**src/rtl/paip_defines.svh**
```systemverilog
`ifndef PAIP_DEFINES_SVH
`define PAIP_DEFINES_SVH

// message framing
`define PAIP_BYTE_REPEAT   4'h9
`define PAIP_LAST_BYTE     4'h8
`define PAIP_LAST_BIT      3'h7
`define PAIP_FIXED_TAIL    3'h1

// receive port clock timing
`define PAIP_MCLK_NS       20
`define PAIP_HIGH_NS       772
`define PAIP_LOW_NS        772
`define PAIP_STRETCH_NS    1544
`define PAIP_HIGH_CYC      ((`PAIP_HIGH_NS + `PAIP_MCLK_NS - 1) / `PAIP_MCLK_NS)
`define PAIP_LOW_CYC       ((`PAIP_LOW_NS + `PAIP_MCLK_NS - 1) / `PAIP_MCLK_NS)
`define PAIP_STRETCH_CYC   ((`PAIP_STRETCH_NS + `PAIP_MCLK_NS - 1) / `PAIP_MCLK_NS)

`endif

```
**src/rtl/paip_pkg.sv**
```systemverilog
`default_nettype none
package paip_pkg;
  typedef enum logic {PAIP_TX_HUNT, PAIP_TX_RUN} paip_tx_state_t;
  typedef enum logic {PAIP_RX_LOW, PAIP_RX_HIGH} paip_rx_phase_t;
endpackage : paip_pkg
`default_nettype wire

```
**src/rtl/paip_top.sv**
```systemverilog
`timescale 1ns/1ns
`default_nettype none
`include "paip_defines.svh"

// Function
// - Each alarm message is one eight-bit byte sent serially nine times in a row per frame.
// - The port clock stretches the cycle that carries bit 8 of every byte.
// - Bits 6 and 7 of every byte are zero and bit 8 is one.
// - On the receive port the device sends the received B3 error count in bits 1 to 4.
// - On the receive port the device sends the RDI value from its received alarms in bit 5.
module paip_top (
  // clock and reset
  input  wire logic       mclk_i,
  input  wire logic       rst_n_i,
  // transmit alarm port from the partner
  input  wire logic       tx_alarm_port_clock_i,
  input  wire logic       tx_alarm_port_frame_i,
  input  wire logic       tx_alarm_port_data_i,
  // values taken from the transmit port
  output logic [3:0]      tx_rei_o,
  output logic            tx_rdi_o,
  output logic            tx_msg_ok_o,
  output logic            tx_msg_err_o,
  // values to send from the receive path
  input  wire logic [3:0] rx_rei_count_i,
  input  wire logic       rx_rdi_i,
  // receive alarm port to the partner
  output logic            rx_alarm_port_clock_o,
  output logic            rx_alarm_port_frame_o,
  output logic            rx_alarm_port_data_o
);

  localparam int HIGH_CYC    = `PAIP_HIGH_CYC;
  localparam int LOW_CYC     = `PAIP_LOW_CYC;
  localparam int STRETCH_CYC = `PAIP_STRETCH_CYC;

  // ---------------- transmit port receiver ----------------
  logic [2:0] tclk_q, tclk_d, tfrm_q, tfrm_d, tdat_q, tdat_d;
  paip_pkg::paip_tx_state_t tst_q, tst_d;
  logic [2:0] tbit_q, tbit_d;
  logic [3:0] tbyte_q, tbyte_d;
  logic [7:0] tsh_q, tsh_d, tnext;
  logic [3:0] trei_d;
  logic       trdi_d, tok_d, terr_d, trise;

  assign trise = tclk_q[1] & ~tclk_q[2];
  assign tnext = {tsh_q[6:0], tdat_q[1]};

  // two-flop sync then edge history
  always_comb begin
    tclk_d = {tclk_q[1:0], tx_alarm_port_clock_i};
    tfrm_d = {tfrm_q[1:0], tx_alarm_port_frame_i};
    tdat_d = {tdat_q[1:0], tx_alarm_port_data_i};
  end

  // bit and byte alignment, field capture
  always_comb begin
    tst_d   = tst_q;
    tbit_d  = tbit_q;
    tbyte_d = tbyte_q;
    tsh_d   = tsh_q;
    trei_d  = tx_rei_o;
    trdi_d  = tx_rdi_o;
    tok_d   = 1'b0;
    terr_d  = 1'b0;
    if (trise) begin
      if (tfrm_q[1]) begin
        tst_d   = paip_pkg::PAIP_TX_RUN;
        tbit_d  = 3'h1;
        tbyte_d = 4'h0;
        tsh_d   = {7'h00, tdat_q[1]};
      end else if (tst_q == paip_pkg::PAIP_TX_RUN) begin
        tsh_d  = tnext;
        tbit_d = tbit_q + 3'h1;
        if (tbit_q == `PAIP_LAST_BIT) begin
          if (tnext[2:0] == `PAIP_FIXED_TAIL) begin
            trei_d = tnext[7:4];
            trdi_d = tnext[3];
            tok_d  = 1'b1;
          end else begin
            terr_d = 1'b1;
          end
          tbyte_d = tbyte_q + 4'h1;
          if (tbyte_q == `PAIP_LAST_BYTE) begin
            tst_d = paip_pkg::PAIP_TX_HUNT;
          end
        end
      end
    end
  end

  // transmit side registers
  always_ff @(posedge mclk_i or negedge rst_n_i) begin
    if (!rst_n_i) begin
      tclk_q       <= 3'h7; // idle port clock is high, no false edge
      tfrm_q       <= 3'h0;
      tdat_q       <= 3'h0;
      tst_q        <= paip_pkg::PAIP_TX_HUNT;
      tbit_q       <= 3'h0;
      tbyte_q      <= 4'h0;
      tsh_q        <= 8'h00;
      tx_rei_o     <= 4'h0;
      tx_rdi_o     <= 1'b0;
      tx_msg_ok_o  <= 1'b0;
      tx_msg_err_o <= 1'b0;
    end else begin
      tclk_q       <= tclk_d;
      tfrm_q       <= tfrm_d;
      tdat_q       <= tdat_d;
      tst_q        <= tst_d;
      tbit_q       <= tbit_d;
      tbyte_q      <= tbyte_d;
      tsh_q        <= tsh_d;
      tx_rei_o     <= trei_d;
      tx_rdi_o     <= trdi_d;
      tx_msg_ok_o  <= tok_d;
      tx_msg_err_o <= terr_d;
    end
  end

  // ---------------- receive port generator ----------------
  paip_pkg::paip_rx_phase_t rph_q, rph_d;
  logic [6:0] rtmr_q, rtmr_d;
  logic [2:0] rbit_q, rbit_d;
  logic [3:0] rbyte_q, rbyte_d;
  logic [3:0] rrei_q, rrei_d;
  logic       rrdi_q, rrdi_d;
  logic       rclk_d, rfrm_d, rdat_d;
  logic [7:0] rword;

  // byte layout: rei, rdi, then fixed 0,0,1
  always_comb begin
    rword = {rrei_q, rrdi_q, `PAIP_FIXED_TAIL};
  end

  // clock divider with stretched bit 8, data on falling edge
  always_comb begin
    rph_d   = rph_q;
    rtmr_d  = rtmr_q + 7'h01;
    rbit_d  = rbit_q;
    rbyte_d = rbyte_q;
    rrei_d  = rrei_q;
    rrdi_d  = rrdi_q;
    rclk_d  = rx_alarm_port_clock_o;
    rfrm_d  = rx_alarm_port_frame_o;
    rdat_d  = rx_alarm_port_data_o;
    case (rph_q)
      paip_pkg::PAIP_RX_HIGH: begin
        if (rtmr_q == 7'(HIGH_CYC - 1)) begin
          rph_d  = paip_pkg::PAIP_RX_LOW;
          rtmr_d = 7'h00;
          rclk_d = 1'b0;
          if (rbit_q == `PAIP_LAST_BIT) begin
            rbit_d  = 3'h0;
            rbyte_d = (rbyte_q == `PAIP_LAST_BYTE) ? 4'h0 : rbyte_q + 4'h1;
          end else begin
            rbit_d = rbit_q + 3'h1;
          end
          if (rbit_d == 3'h0 && rbyte_d == 4'h0) begin
            rrei_d = rx_rei_count_i;
            rrdi_d = rx_rdi_i;
            rdat_d = rx_rei_count_i[3];
          end else begin
            rdat_d = rword[3'h7 - rbit_d];
          end
          rfrm_d = (rbit_d == 3'h0) && (rbyte_d == 4'h0);
        end
      end
      paip_pkg::PAIP_RX_LOW: begin
        if ((rbit_q == `PAIP_LAST_BIT && rtmr_q == 7'(STRETCH_CYC - 1)) ||
            (rbit_q != `PAIP_LAST_BIT && rtmr_q == 7'(LOW_CYC - 1))) begin
          rph_d  = paip_pkg::PAIP_RX_HIGH;
          rtmr_d = 7'h00;
          rclk_d = 1'b1;
        end
      end
      default: begin
        rph_d  = paip_pkg::PAIP_RX_HIGH;
        rtmr_d = 7'h00;
      end
    endcase
  end

  // receive side registers
  always_ff @(posedge mclk_i or negedge rst_n_i) begin
    if (!rst_n_i) begin
      rph_q                 <= paip_pkg::PAIP_RX_HIGH;
      rtmr_q                <= 7'h00;
      rbit_q                <= `PAIP_LAST_BIT;
      rbyte_q               <= `PAIP_LAST_BYTE;
      rrei_q                <= 4'h0;
      rrdi_q                <= 1'b0;
      rx_alarm_port_clock_o <= 1'b1;
      rx_alarm_port_frame_o <= 1'b0;
      rx_alarm_port_data_o  <= 1'b1;
    end else begin
      rph_q                 <= rph_d;
      rtmr_q                <= rtmr_d;
      rbit_q                <= rbit_d;
      rbyte_q               <= rbyte_d;
      rrei_q                <= rrei_d;
      rrdi_q                <= rrdi_d;
      rx_alarm_port_clock_o <= rclk_d;
      rx_alarm_port_frame_o <= rfrm_d;
      rx_alarm_port_data_o  <= rdat_d;
    end
  end

  // low-phase width counter for the output clock
  logic [7:0] low_cnt_q;
  always_ff @(posedge mclk_i or negedge rst_n_i) begin
    if (!rst_n_i) low_cnt_q <= 8'h00;
    else          low_cnt_q <= rx_alarm_port_clock_o ? 8'h00 : low_cnt_q + 8'h01;
  end
endmodule : paip_top
`default_nettype wire

```
**config.mk**
```make
export PLATFORM = sky130hd
export DESIGN_NAME = paip_top
export DESIGN_NICKNAME = d
export VERILOG_FILES = /design/src/rtl/paip_pkg.sv /design/src/rtl/paip_top.sv
export VERILOG_INCLUDE_DIRS = /design/src /design/src/rtl
export SDC_FILE = /design/constraint.sdc
export NUM_CORES = 1
export LEC_CHECK = 0
export ABC_AREA = 1
export BUFFER_PORTS_ARGS = -buffer_cell sky130_fd_sc_hd__buf_2
export CORE_MARGIN = 2
export CORE_UTILIZATION = 30
export DETAILED_ROUTE_END_ITERATION = 6
export PLACE_DENSITY = 0.51
export SKIP_LAST_GASP = 1
export SLEW_MARGIN = 0
export SYNTH_ARGS = -nofsm -noshare
export SYNTH_HDL_FRONTEND = slang
export SYNTH_SLANG_ARGS = --single-unit
```
**constraint.sdc**
```tcl
create_clock -name mclk_i -period 1.84 [get_ports mclk_i]
set_input_delay 0.368 -clock mclk_i [delete_from_list [all_inputs] [get_ports mclk_i]]
set_output_delay 0.368 -clock mclk_i [all_outputs]
set_load 0.03 [all_outputs]
```
==> metrics.yaml <==
status: "completed"
ant_nets: 0
finalCriticalPeriod_ns: 1.739
synth_compound_area_share_pct: 7.761
setup_slack_ns: 0.1013
finalClockSkew_ns: 0.006983
wire_per_inst_um: 10.61
final_util_pct: 35.83
worstSetupEndpointType: "flip-flop"
cp.required_ns: 2.05
avgViaCountPerCell: 4.348
synth_top_family_by_area: "simple AND/OR/NAND/NOR gates"
top_layer_used: "met4"
ys_seq_area_share_pct: 51.90
worstSetupPathType: "reg2reg"
leakagePower_nw: 1.350
dp_hpwl_um: 3101
layout_common_cells: "nand2_1, dfrtp_1, inv_1, nor2_1, nand2_2"
grt_overflow_total: 0
num_vias: 1761
die_w_um: 95.86
tns_ns: 0
track_usage_pct: 10.89
maxCapViolations: 0
tightestPinTransition_ns: 0.3219
pre_cts_slack_ns: -0.006717
setup_viol: 0
layout_commonest_cell: "nand2_1"
wl_met1_um: 2074
final_hold_viol_count: 0
arrival_ns: 1.95
yosysWarnings: 0
drive_gt1_share_pct: 33.00
instances_no_fill: 405
met2_wirelength_um: 2001
met3RoutedLength_um: 163
io_buffers: 19
synthMuxAreaShare_pct: 0
synth_fp_nets: 290
reg2reg_depth: 11
slew_headroom_pct: 78.37
synthAdderAreaFrac_pct: 5.932
ir_drop_v: 0.0002706
antenna_cells: 0
cp-start-kind: "flip-flop"
fin_nets: 321
netlist_area_um2: 2531
routed_wl_um: 4296
clock_sinks: 52
syn_inst: 268
rsz0062_at_grt: "yes"
start_util_pct: 30.81
clk_pin_slew_ns: 0.10
postSynthAreaPerCell_um2: 9.445
cts-htree-levels: 2
hold_path.class: "in2async"
dpl_cell_area_um2: 2774
grt_pass1_vias: 1783
synthXorXnorAreaFrac_pct: 1.384
root_buffer: "clkbuf_8"
drt_iter0_drc: 45
drt_first_pass_iters: 4
cts_buffers: 5
powerDensity_nw_per_um2: 666.1
grt_pass1_wl_um: 7817
slew_viol_final: 0
num_rows: 33
core_um2: 8217
synthDistinctLibCells: 29
gp_congestion: 0.7596
grt_antenna_before_repair: 0
dieArea_um2: 9188
fmax_mhz: 575.1
tritoncts: "built"
drc: 0
die_h_um: 95.86
ioPinCount: 20
syn_to_final_growth_pct: 16.31
critPathMaxFanout: 7
fin_crit_sh_pct: 94.50
dp.cells: 394
cts.path.max_buffers: 2
synthSimpleGateAreaFrac_pct: 26.10
ys_ff_latch: 52
nFillCells: 856
grt_max_degree: 53
final_area_um2: 2944
insertion_delay_ns: 0.31
[where the power goes]
part	internal, mW	leakage, nW	switching (mW)	total [mW]
Combinational	0.0324	0.668	0.0623	0.0947
Clock	0.273	0.0485	0.403	0.676
Sequential	1.18	0.634	0.0151	1.19
Total	1.48	1.35	0.480	1.96
[repair_timing]
action / in CTS / in global routing
hold buffers: 0 / 0
pin swaps: 4 / 9
setup endpoints to repair: 6 / 7
hold endpoints to repair: 0 / 0
gates resized for setup: 7 / 9
setup buffers: 2 / 2
[kinds of logic (layout without fill, tap and decap cells)]
family / Yosys count / in the layout
xor gates and xnor gates: 4 / 4
AOI/OAI and AO/OA: 32 / 32
and+or+nand+nor: 128 / 128
buffers and inverters: 40 / 72
adders and majority gates: 12 / 12
DFF: 52 / 52
[cell type report]
class | count | area (um^2) | share of cell area [%]
Multi-Input combinational cell | 176 | 1095 | 37.19
Clock buffer | 5 | 68.82 | 2.337
Sequential cell | 52 | 1314 | 44.62
Tap cell | 105 | 131.4 | 4.462
Clock inverter | 3 | 22.52 | 0.7650
Inverter | 37 | 141.4 | 4.802
Timing Repair Buffer | 27 | 171.4 | 5.822
[per-layer routing]
metal  GRT usage, %  vias up
li1               -      914
met2          17.72       22
met3          3.759        7
met5              0        -
met1          13.69      818
met4          3.214        0
[path summary, 6_finish.rpt]
path / start / endpoint / slack, ns
hold reg to reg: tdat_q[0] / tdat_q[1] / 0.36
setup reg to reg: rbit_q[0] / rrei_q[2] / 0.10
setup / recovery: rbit_q[0] / rrei_q[2] / 0.10
hold / removal: rst_n_i / tx_rei_o[2] / 0.01
max in group asynchronous: rst_n_i / rbyte_q[3] / 1.50
min in group mclk_i: tx_alarm_port_clock_i / tclk_q[0] / 0.14
[flip-flops by register name, indices dropped and copies added, names as in the netlist, 4 cells and up]
signal	cells
rbyte_q	4
tbyte_q	4
tsh_q	7
rtmr_q	7
tx_rei_o	4
rrei_q	4
[cells in the mapped netlist, drive strengths merged]
cell,count,area (um^2)
nor3,4,20.02
dfstp,10,262.8
xnor2,2,17.52
o22ai,5,31.28
inv,34,127.6
nand3,20,117.6
clkinv,3,13.76
a21oi,3,18.77
nand4,2,12.51
xor2,2,17.52
ha,12,150.1
nor2,31,183.9
o21ai,23,137.6
nand2,71,326.6
dfrtp,42,1051
o41ai,1,8.760
buf,3,33.78
[metrics by stage]
stage               total power [mW]  hold slack (ns)
floorplan                      1.260          0.07241
global placement               1.310           0.3366
detailed placement             1.312           0.3387
CTS                            2.003          0.03638
global route                   2.069          0.02997
finish                         1.961          0.01252
[worst max-delay path: stages, from the launching register on]
cell     delay [ns]
dfstp_2        0.57
ha_4           0.14
ha_4           0.18
inv_2          0.05
nand2_2        0.07
nand2_4        0.06
nor2_4         0.10
nand2_4        0.07
nor2_8         0.13
nand3_4        0.13
nand2_2        0.09
nand2_1        0.04
Power figures use the tool's default switching activity.
